===== src/rtl/rom_map_consts.svh =====
// Notes on behaviour
// - ROM-window quadlet read address equals base plus offset[9:0]
// - Base bits 31-10 read/write, reset zero
// - Low ten base bits always read zero
// - Posted write failure captures details into two registers
// - Low capture holds destination offset bits 31-0
// - High capture bits 15-0 hold offset bits 47-32
// - High capture upper half holds bus and node number
// - Bus reset without valid info block keeps base
`ifndef ROM_MAP_CONSTS_SVH
`define ROM_MAP_CONSTS_SVH

`define OFS_ROM_BASE      8'h34
`define OFS_FAIL_LOW      8'h38
`define OFS_FAIL_HIGH     8'h3c
`define OFS_IRQ_STATUS    8'h44
`define OFS_IRQ_MASK      8'h48
`define OFS_CONTROL       8'h4c
`define ROM_BASE_RESET    22'h000000
`define ROM_BASE_LSB      10
`define ROM_WIN_FIRST     48'hfffff0000400
`define ROM_WIN_LAST      48'hfffff00007ff
`define IRQ_BIT_FAIL      0
`define IRQ_BIT_ROM_READ  1
`define IRQ_BIT_BUS_RESET 2
`define IRQ_BITS          3
`define CTRL_BIB_VALID    0

`endif


===== src/rtl/rom_map_pkg.sv =====
package rom_map_pkg;
  typedef enum logic [1:0] {
    BUS_IDLE  = 2'b00,
    BUS_REPLY = 2'b01
  } bus_state_t;
endpackage


===== src/rtl/rom_map_regs.sv =====
`timescale 1ns/1ps
`include "rom_map_consts.svh"
module rom_map_regs import rom_map_pkg::*; (
  input  wire logic        clock,
  input  wire logic        sys_rst,
  input  wire logic        clk_en,
  input  wire logic [7:0]  avs_address,
  input  wire logic        avs_read,
  input  wire logic        avs_write,
  input  wire logic [31:0] avs_writedata,
  input  wire logic [3:0]  avs_byteenable,
  output logic [31:0]      avs_readdata,
  output logic             avs_waitrequest,
  input  wire logic        rd_valid,
  input  wire logic [47:0] rd_offset,
  input  wire logic        fail_valid,
  input  wire logic [47:0] fail_offset,
  input  wire logic [15:0] requester_node_id,
  input  wire logic        bus_reset,
  input  wire logic        reload_valid,
  input  wire logic [21:0] reload_base,
  output logic             map_valid,
  output logic [31:0]      map_addr,
  output logic             irq
);
  // ================================
  // State
  bus_state_t                st_q, st_d;
  logic [21:0]               rom_map_base_q, rom_map_base_d;
  logic                      bib_valid_q, bib_valid_d;
  logic [`IRQ_BITS-1:0]      status_q, status_d;
  logic [`IRQ_BITS-1:0]      mask_q, mask_d;
  logic [31:0]               rdata_q, rdata_d;
  logic                      wait_q, wait_d;
  logic                      irq_q, irq_d;
  logic [31:0]               fail_offset_low;
  logic [31:0]               fail_offset_high;
  logic [31:0]               wmask;
  logic [31:0]               base_word;
  logic [`IRQ_BITS-1:0]      events;
  logic                      wr_go;

  // ================================
  // Submodules
  rom_map_addr u_addr (
    .clock     (clock),
    .sys_rst   (sys_rst),
    .clk_en    (clk_en),
    .rd_valid  (rd_valid),
    .rd_offset (rd_offset),
    .base      (rom_map_base_q),
    .map_valid (map_valid),
    .map_addr  (map_addr)
  );

  fail_capture u_cap (
    .clock             (clock),
    .clk_en            (clk_en),
    .fail_valid        (fail_valid),
    .fail_offset       (fail_offset),
    .requester_node_id (requester_node_id),
    .fail_offset_low   (fail_offset_low),
    .fail_offset_high  (fail_offset_high)
  );

  // ================================
  // Byte lane mask, one generate loop
  genvar g;
  generate
    for (g = 0; g < 4; g = g + 1) begin : gen_lane
      assign wmask[g*8 +: 8] = {8{avs_byteenable[g]}};
    end
  endgenerate

  assign base_word = {rom_map_base_q, 10'h000};
  assign events    = {bus_reset, rd_valid, fail_valid};

  // ================================
  // Bus slave and registers
  // Every access takes one wait cycle so read data come from a flop
  always_comb begin
    st_d           = st_q;
    rom_map_base_d = rom_map_base_q;
    bib_valid_d    = bib_valid_q;
    mask_d         = mask_q;
    rdata_d        = rdata_q;
    wait_d         = 1'b1;
    wr_go          = 1'b0;
    status_d       = status_q;
    unique case (st_q)
      BUS_IDLE: begin
        if (avs_read || avs_write) begin
          st_d   = BUS_REPLY;
          wait_d = 1'b0;
          wr_go  = avs_write;
          rdata_d = 32'h00000000;
          if (avs_read) begin
            unique case (avs_address)
              `OFS_ROM_BASE:   rdata_d = base_word;
              `OFS_FAIL_LOW:   rdata_d = fail_offset_low;
              `OFS_FAIL_HIGH:  rdata_d = fail_offset_high;
              `OFS_IRQ_STATUS: rdata_d = {29'h00000000, status_q};
              `OFS_IRQ_MASK:   rdata_d = {29'h00000000, mask_q};
              `OFS_CONTROL:    rdata_d = {31'h00000000, bib_valid_q};
              default:         rdata_d = 32'h00000000;
            endcase
          end
        end
      end
      BUS_REPLY: begin
        st_d = BUS_IDLE;
      end
      default: begin
        st_d = BUS_IDLE;
      end
    endcase
    if (wr_go) begin
      unique case (avs_address)
        `OFS_ROM_BASE: begin
          rom_map_base_d = (rom_map_base_q & ~wmask[31:10]) | (avs_writedata[31:10] & wmask[31:10]);
        end
        `OFS_IRQ_STATUS: begin
          if (avs_byteenable[0]) begin
            status_d = status_q & ~avs_writedata[`IRQ_BITS-1:0];
          end
        end
        `OFS_IRQ_MASK: begin
          if (avs_byteenable[0]) begin
            mask_d = avs_writedata[`IRQ_BITS-1:0];
          end
        end
        `OFS_CONTROL: begin
          if (avs_byteenable[0]) begin
            bib_valid_d = avs_writedata[`CTRL_BIB_VALID];
          end
        end
        // Capture registers and unmapped offsets ignore writes
        default: begin
          rom_map_base_d = rom_map_base_q;
        end
      endcase
    end
    // Bus reset reloads base only with a valid bus info block
    if (bus_reset && bib_valid_q && reload_valid) begin
      rom_map_base_d = reload_base;
    end
    // Set wins over software clear
    status_d = status_d | events;
    // New mask used so irq never lags a mask write by a cycle
    irq_d    = |(status_d & mask_d);
  end

  always_ff @(posedge clock) begin
    if (sys_rst) begin
      st_q           <= BUS_IDLE;
      rom_map_base_q <= `ROM_BASE_RESET;
      bib_valid_q    <= 1'b0;
      status_q       <= '0;
      mask_q         <= '0;
      rdata_q        <= 32'h00000000;
      wait_q         <= 1'b1;
      irq_q          <= 1'b0;
    end else if (clk_en) begin
      st_q           <= st_d;
      rom_map_base_q <= rom_map_base_d;
      bib_valid_q    <= bib_valid_d;
      status_q       <= status_d;
      mask_q         <= mask_d;
      rdata_q        <= rdata_d;
      wait_q         <= wait_d;
      irq_q          <= irq_d;
    end
  end

  assign avs_readdata    = rdata_q;
  assign avs_waitrequest = wait_q;
  assign irq             = irq_q;

  // ================================
  // Checks
  // Take strobes mirror the slave's own idle-state acceptance
  logic                      take_rd;
  logic                      take_wr;

  assign take_rd = clk_en && st_q == BUS_IDLE && avs_read;
  assign take_wr = clk_en && st_q == BUS_IDLE && avs_write;

  base_reset_a: assert property (@(posedge clock)
    sys_rst |=> rom_map_base_q == 22'h000000)
    else $error("base not zero after reset");

  base_write_a: assert property (@(posedge clock) disable iff (sys_rst)
    clk_en && st_q == BUS_IDLE && avs_write && avs_address == `OFS_ROM_BASE && avs_byteenable == 4'hf
    && !bus_reset |=> rom_map_base_q == $past(avs_writedata[31:10]))
    else $error("base write lost");

  low_zero_a: assert property (@(posedge clock) disable iff (sys_rst)
    st_q == BUS_REPLY && $past(avs_read && avs_address == `OFS_ROM_BASE) |-> avs_readdata[9:0] == 10'h000)
    else $error("reserved base bits not zero");

  bib_hold_a: assert property (@(posedge clock) disable iff (sys_rst)
    clk_en && bus_reset && !bib_valid_q && !(st_q == BUS_IDLE && avs_write) |=> $stable(rom_map_base_q))
    else $error("base changed on bus reset without valid block");

  fail_flag_a: assert property (@(posedge clock) disable iff (sys_rst)
    clk_en && fail_valid |=> status_q[`IRQ_BIT_FAIL])
    else $error("failure event not flagged");

  // ================================
  // Handshake and enable checks
  wait_idle_a: assert property (@(posedge clock) disable iff (sys_rst)
    st_q == BUS_IDLE |-> avs_waitrequest)
    else $error("waitrequest low while idle");

  wait_reply_a: assert property (@(posedge clock) disable iff (sys_rst)
    st_q == BUS_REPLY |-> !avs_waitrequest)
    else $error("waitrequest high in reply");

  take_reply_a: assert property (@(posedge clock) disable iff (sys_rst)
    take_rd || take_wr |=> st_q == BUS_REPLY)
    else $error("request not taken");

  reply_once_a: assert property (@(posedge clock) disable iff (sys_rst)
    clk_en && st_q == BUS_REPLY |=> st_q == BUS_IDLE)
    else $error("reply longer than one cycle");

  idle_stay_a: assert property (@(posedge clock) disable iff (sys_rst)
    clk_en && st_q == BUS_IDLE && !avs_read && !avs_write |=> st_q == BUS_IDLE && $stable(avs_readdata))
    else $error("slave moved without request");

  freeze_bus_a: assert property (@(posedge clock) disable iff (sys_rst)
    !clk_en |=> $stable(st_q) && $stable(avs_readdata) && $stable(avs_waitrequest))
    else $error("bus state moved with enable low");

  freeze_regs_a: assert property (@(posedge clock) disable iff (sys_rst)
    !clk_en |=> $stable(rom_map_base_q) && $stable(status_q) && $stable(mask_q)
    && $stable(bib_valid_q) && $stable(irq))
    else $error("registers moved with enable low");

  freeze_map_a: assert property (@(posedge clock) disable iff (sys_rst)
    !clk_en |=> $stable(map_valid) && $stable(map_addr))
    else $error("map output moved with enable low");

  // ================================
  // Read data checks
  read_base_a: assert property (@(posedge clock) disable iff (sys_rst)
    take_rd && avs_address == `OFS_ROM_BASE |=> avs_readdata == {$past(rom_map_base_q), 10'h000})
    else $error("base read wrong");

  read_low_a: assert property (@(posedge clock) disable iff (sys_rst)
    take_rd && avs_address == `OFS_FAIL_LOW |=> avs_readdata == $past(fail_offset_low))
    else $error("low capture read wrong");

  read_high_a: assert property (@(posedge clock) disable iff (sys_rst)
    take_rd && avs_address == `OFS_FAIL_HIGH |=> avs_readdata == $past(fail_offset_high))
    else $error("high capture read wrong");

  read_status_a: assert property (@(posedge clock) disable iff (sys_rst)
    take_rd && avs_address == `OFS_IRQ_STATUS |=> avs_readdata == {29'h00000000, $past(status_q)})
    else $error("status read wrong");

  read_mask_a: assert property (@(posedge clock) disable iff (sys_rst)
    take_rd && avs_address == `OFS_IRQ_MASK |=> avs_readdata == {29'h00000000, $past(mask_q)})
    else $error("mask read wrong");

  read_ctrl_a: assert property (@(posedge clock) disable iff (sys_rst)
    take_rd && avs_address == `OFS_CONTROL |=> avs_readdata == {31'h00000000, $past(bib_valid_q)})
    else $error("control read wrong");

  read_unmapped_a: assert property (@(posedge clock) disable iff (sys_rst)
    take_rd && !(avs_address inside {`OFS_ROM_BASE, `OFS_FAIL_LOW, `OFS_FAIL_HIGH, `OFS_IRQ_STATUS,
    `OFS_IRQ_MASK, `OFS_CONTROL}) |=> avs_readdata == 32'h00000000)
    else $error("unmapped read not zero");

  // ================================
  // Register, interrupt and redirect checks
  mask_write_a: assert property (@(posedge clock) disable iff (sys_rst)
    take_wr && avs_address == `OFS_IRQ_MASK && avs_byteenable[0]
    |=> mask_q == $past(avs_writedata[`IRQ_BITS-1:0]))
    else $error("mask write lost");

  ctrl_write_a: assert property (@(posedge clock) disable iff (sys_rst)
    take_wr && avs_address == `OFS_CONTROL && avs_byteenable[0]
    |=> bib_valid_q == $past(avs_writedata[`CTRL_BIB_VALID]))
    else $error("control write lost");

  ro_write_a: assert property (@(posedge clock) disable iff (sys_rst)
    take_wr && (avs_address == `OFS_FAIL_LOW || avs_address == `OFS_FAIL_HIGH) && !bus_reset
    |=> $stable(rom_map_base_q) && $stable(mask_q) && $stable(bib_valid_q))
    else $error("capture write disturbed registers");

  reload_base_a: assert property (@(posedge clock) disable iff (sys_rst)
    clk_en && bus_reset && bib_valid_q && reload_valid |=> rom_map_base_q == $past(reload_base))
    else $error("base not reloaded on bus reset");

  read_event_a: assert property (@(posedge clock) disable iff (sys_rst)
    clk_en && rd_valid |=> status_q[`IRQ_BIT_ROM_READ])
    else $error("rom read event not flagged");

  reset_event_a: assert property (@(posedge clock) disable iff (sys_rst)
    clk_en && bus_reset |=> status_q[`IRQ_BIT_BUS_RESET])
    else $error("bus reset event not flagged");

  status_clear_a: assert property (@(posedge clock) disable iff (sys_rst)
    take_wr && avs_address == `OFS_IRQ_STATUS && avs_byteenable[0] && avs_writedata[`IRQ_BIT_FAIL]
    && !fail_valid |=> !status_q[`IRQ_BIT_FAIL])
    else $error("status bit not cleared");

  status_sticky_a: assert property (@(posedge clock) disable iff (sys_rst)
    clk_en && status_q[`IRQ_BIT_FAIL] && !(take_wr && avs_address == `OFS_IRQ_STATUS)
    |=> status_q[`IRQ_BIT_FAIL])
    else $error("status bit lost without clear");

  irq_level_a: assert property (@(posedge clock) disable iff (sys_rst)
    irq == |(status_q & mask_q))
    else $error("irq not matching masked status");

  map_miss_a: assert property (@(posedge clock) disable iff (sys_rst)
    clk_en && !(rd_valid && rd_offset[47:10] == 38'h3ffffc0001) |=> !map_valid)
    else $error("redirect outside rom window");

  map_hold_a: assert property (@(posedge clock) disable iff (sys_rst)
    clk_en && !rd_valid |=> $stable(map_addr))
    else $error("map address moved without read");
endmodule


===== src/rtl/rom_map_addr.sv =====
`timescale 1ns/1ps
`include "rom_map_consts.svh"
// ================================
// Configuration ROM read redirect
module rom_map_addr (
  input  wire logic        clock,
  input  wire logic        sys_rst,
  input  wire logic        clk_en,
  input  wire logic        rd_valid,
  input  wire logic [47:0] rd_offset,
  input  wire logic [21:0] base,
  output logic             map_valid,
  output logic [31:0]      map_addr
);
  logic        hit;
  logic        valid_d;
  logic [31:0] addr_d;

  always_comb begin
    hit     = rd_valid && (rd_offset >= `ROM_WIN_FIRST) && (rd_offset <= `ROM_WIN_LAST);
    valid_d = hit;
    addr_d  = map_addr;
    if (hit) begin
      addr_d = {base, 10'h000} + {22'h000000, rd_offset[9:0]};
    end
  end

  always_ff @(posedge clock) begin
    if (sys_rst) begin
      map_valid <= 1'b0;
      map_addr  <= 32'h00000000;
    end else if (clk_en) begin
      map_valid <= valid_d;
      map_addr  <= addr_d;
    end
  end

  map_addr_a: assert property (@(posedge clock) disable iff (sys_rst)
    clk_en && rd_valid && rd_offset[47:10] == 38'h3ffffc0001
    |=> map_valid && map_addr == {$past(base), $past(rd_offset[9:0])})
    else $error("rom window address mismatch");
endmodule


===== src/rtl/fail_capture.sv =====
`timescale 1ns/1ps
// ================================
// Posted write failure capture
module fail_capture (
  input  wire logic        clock,
  input  wire logic        clk_en,
  input  wire logic        fail_valid,
  input  wire logic [47:0] fail_offset,
  input  wire logic [15:0] requester_node_id,
  output logic [31:0]      fail_offset_low,
  output logic [31:0]      fail_offset_high
);
  logic [31:0] low_d;
  logic [31:0] high_d;

  // No reset: contents hold until the next failure
  always_comb begin
    low_d  = fail_offset_low;
    high_d = fail_offset_high;
    if (fail_valid) begin
      low_d  = fail_offset[31:0];
      high_d = {requester_node_id, fail_offset[47:32]};
    end
  end

  always_ff @(posedge clock) begin
    if (clk_en) begin
      fail_offset_low  <= low_d;
      fail_offset_high <= high_d;
    end
  end

  capture_low_a: assert property (@(posedge clock)
    clk_en && fail_valid |=> fail_offset_low == $past(fail_offset[31:0]))
    else $error("low capture wrong");
  capture_high_a: assert property (@(posedge clock)
    clk_en && fail_valid |=> fail_offset_high[15:0] == $past(fail_offset[47:32]))
    else $error("high offset capture wrong");
  capture_src_a: assert property (@(posedge clock)
    clk_en && fail_valid |=> fail_offset_high[31:16] == $past(requester_node_id))
    else $error("source id capture wrong");
  capture_hold_a: assert property (@(posedge clock)
    clk_en && !fail_valid |=> $stable(fail_offset_low) && $stable(fail_offset_high))
    else $error("capture changed without failure");
endmodule


===== config.mk =====
export PLATFORM = sky130hd
export DESIGN_NAME = rom_map_regs
export DESIGN_NICKNAME = d
export VERILOG_FILES = /design/src/rtl/rom_map_pkg.sv /design/src/rtl/rom_map_regs.sv /design/src/rtl/rom_map_addr.sv /design/src/rtl/fail_capture.sv
export VERILOG_INCLUDE_DIRS = /design/src /design/src/rtl
export SDC_FILE = /design/constraint.sdc
export NUM_CORES = 1
export LEC_CHECK = 0
export BUFFER_PORTS_ARGS = -buffer_cell sky130_fd_sc_hd__buf_2
export CORE_AREA = 2 2 143 145
export DETAILED_ROUTE_END_ITERATION = 6
export DIE_AREA = 0 0 145 147
export HOLD_SLACK_MARGIN = 0.1
export PLACE_DENSITY_LB_ADDON = 0.25
export SYNTH_ARGS = -nofsm -noshare
export SYNTH_HDL_FRONTEND = slang
export SYNTH_SLANG_ARGS = --single-unit

===== constraint.sdc =====
create_clock -name clock -period 3 [get_ports clock]
set_input_delay 0.3 -clock clock [delete_from_list [all_inputs] [get_ports clock]]
set_output_delay 0.3 -clock clock [all_outputs]
set_load 0.01 [all_outputs]

==> metrics.md <==
| Metric | Value |
|---|---|
| Share of layout cells above drive strength 1 | `0.367` |
| Worst-Skew Late Latency | `420 ps` |
| Via Count | `approximately 6.1k` |
| Endpoints failing setup | `0` |
| GRT busiest layer | `met2` |
| Starting Density | `0.345` |
| Rel. slew slack | `0.269` |
| Biggest area consumer among synthesized cells | `dfxtp_1` |
| RR Endpoint | `avs_readdata[0]` |
| Initial antenna violation count | `1` |
| Synth top area cells | `dfxtp_1 28%, edfxtp_1 28%, o31ai_1 5.9%` |
| Slew @ Worst Pin | `roughly 1100 ps` |
| Path depth of the worst reg2reg path | `5` |
| Warnings from Yosys | `0` |
| Skew final | `around 7.3 ps` |
| FILL cells | `about 1.9k` |
| Power Total | `4860 µW` |
| Met1 Use GR | `0.264` |
| Max clock buf depth | `2` |
| Top-count cell post-synth | `dfxtp_1` |
| Leakage | `around 0.0037 µW` |
| Die Footprint | `21300 µm²` |
| CP Capture Type | `flop` |
| Worst EP arrival | `about 2500 ps` |
| Worst R2R Start | `st_q[0]` |
| Row count | `between 50 and 60` |
| Status | `complete, no violations` |
| Vias in the first global route | `5958` |
| Detail-routed net length per standard cell | `18.2 µm` |
| Reg-to-reg setup timing slack | `870 ps` |
| Hold Vio Cnt, Final | `0` |
| # clock sinks | `roughly 160` |
| CP Class | `flop to flop` |
| FFs w/ async S/R, synth | `0` |
| Post-Synthesis Cells | `approximately 610` |
| Post-route ant nets | `0` |
| Hold Crit Class | `input pin to flop` |
| CTS tree | `done` |
| Tot GR Track Use | `0.198` |
| Largest net degree at the start of global routing | `between 60 and 70` |
| DP HPWL | `14600 µm` |
| Crit-path max FO | `26` |
| Synth top area share | `0.284` |
| Ys flop type | `dfxtp_1` |
| Most frequent cells after synthesis | `97 x dfxtp_1, 64 x edfxtp_1, 54 x o31ai_1, 52 x clkbuf_1, 41 x nand4_1` |
| Setup Buffers After CTS | `0` |
| 1st-iter DRT viols | `between 300 and 400` |
| Final WL | `around 21000 µm` |
| Core ar. | `between 15000 and 20000 µm²` |
| Setup crit start kind | `flop` |
| Tmin final | `roughly 2100 ps` |
| Die height | `147 µm` |
| Worst setup endpoint | `avs_readdata[0]` |
| # port buffers | `between 200 and 250` |
| Synth Net Count | `roughly 790` |
| Die width | `between 100 and 150 µm` |
| Average cell area after synthesis | `11.3 µm²` |
| Via density | `approximately 5.2` |
| WP data required | `3370 ps` |
| Overflow after GRT | `0` |
| Pre-antenna DRT Iters | `5` |
| IR drop worst, VDD | `0.000375 V` |
| Hold-fix buffers, CTS | `64` |
| Final period util | `0.710` |
| CTS resizes | `0` |
| Setup crit start | `st_q[0]` |
| Seq/Total Area, Yosys | `0.565` |
| Met3 Usage GRT | `0.0457` |
| Setup_tns | `0 ps` |
| IO Pins | `about 250` |
| RSZ-0062 raised after global routing | `no` |
| Drt drc | `0` |
| Synthesized cell area | `6840 µm²` |
| RD Place Congestion | `approximately 0.82` |
| Clock Tree Root | `clkbuf_16` |
| GR Layer Usage met2 | `0.320` |
| H-Tree Depth | `4` |
| Slew Limit Fails | `0` |
| Area added between synthesis and finish | `40.1%` |
| Post-synth EDFFs | `64` |
| Final Util | `0.483` |
| F_max | `between 400 and 500 MHz` |
| Max Cap Viol | `0` |
| Clock Pin Slew Worst Setup and Hold Paths | `~70 ps` |
| Final net count | `between 1k and 1.5k` |
| Post-synthesis register bit count | `about 160` |
| Total power density per cell area | `507 nW/µm²` |
| First-pass GRT wire length | `around 33000 µm` |
| CTS buffer count | `17` |
| Netlist cell types | `53` |
## per-layer routing
layer,up-vias,wire length (µm)
met1,2877,9960
met5,-,0
li1,2997,-
met4,0,408
met2,196,10100
met3,27,1060
## how the worst min path moves through the flow
stage	start	to	slack (ps)	depth (start not counted)
after floorplan	fail_offset[32]	u_cap.fail_offset_high[0]	400	0
after global placement	u_addr.map_addr[7]	u_addr.map_addr[7]	450	2
after detailed placement	u_addr.map_addr[6]	u_addr.map_addr[6]	460	2
after CTS	rd_offset[6]	u_addr.map_addr[6]	110	3
after global routing	rd_offset[7]	u_addr.map_addr[7]	120	3
final	rd_offset[6]	u_addr.map_addr[6]	130	3
## logic make-up (layout without fill, tap and decap cells)
logic type,after synthesis,count (layout),share of synthesized area
multiplexers,4,4,0.00586
other,0,1,0
flip-flops,161,161,0.565
buffers and inverters,84,387,0.0490
AO/OA/AOI/OAI,224,224,0.250
AND/OR/NAND/NOR,134,134,0.130
## worst max-delay path, stage by stage, from the launching register on
cell and delay (ps):
dfxtp_1 350, or4b_2 740, a2111oi_4 340, buf_4 350
a32o_1 210, a21o_1 70
## area by class of cell
class | instances | area [µm²] | area share
sequential | 161 | 3860 | 0.403
multi-input combinational | 362 | 2670 | 0.278
timing repair buffer | 329 | 2030 | 0.212
clock buffer | 18 | 429 | 0.0448
tap | 270 | 338 | 0.0353
clock inverter | 14 | 154 | 0.0161
inverter | 26 | 97.6 | 0.0102
antenna | 1 | 2.50 | 0.000261
## cells in the final DEF (no fill, tap or decap), drive strengths merged, types with 3 or more instances in the layout
master	synthesis	final
nor2	12	12
or4b	4	4
a21bo	3	3
a221oi	22	22
nor4	12	12
a21oi	39	39
mux2i	4	4
a31oi	3	3
nor2b	3	3
nand2b	27	27
nor4bb	3	3
clkbuf	52	18
a22o	24	24
clkinv	0	4
buf	6	265
a22oi	31	31
o2bb2ai	22	22
edfxtp	64	64
dlygate4sd3	0	64
dfxtp	97	97
nand4	43	43
nand2	5	5
clkinvlp	0	4
o21ai	10	10
o31ai	54	54
inv	26	30
nor4b	3	3
a2bb2oi	7	7
nand3	6	6
## stage by stage
step                      cells  worst slack [ps]  cell area (µm²)  hold slack [ps]
after floorplan             607               147             6840              399
after global placement     1084               715             8350              449
after detailed placement   1084               722             8350              457
after CTS                  1180               865             9580              108
after global routing       1181               783             9580              119
final                      1181               869             9580              128
## power breakdown
group | switching, µW | internal [µW] | total [µW]
clock | 928 | 1240 | 2160
sequential | 20.2 | 2340 | 2360
combinational | 157 | 176 | 332
Power figures use the tool's default switching activity.
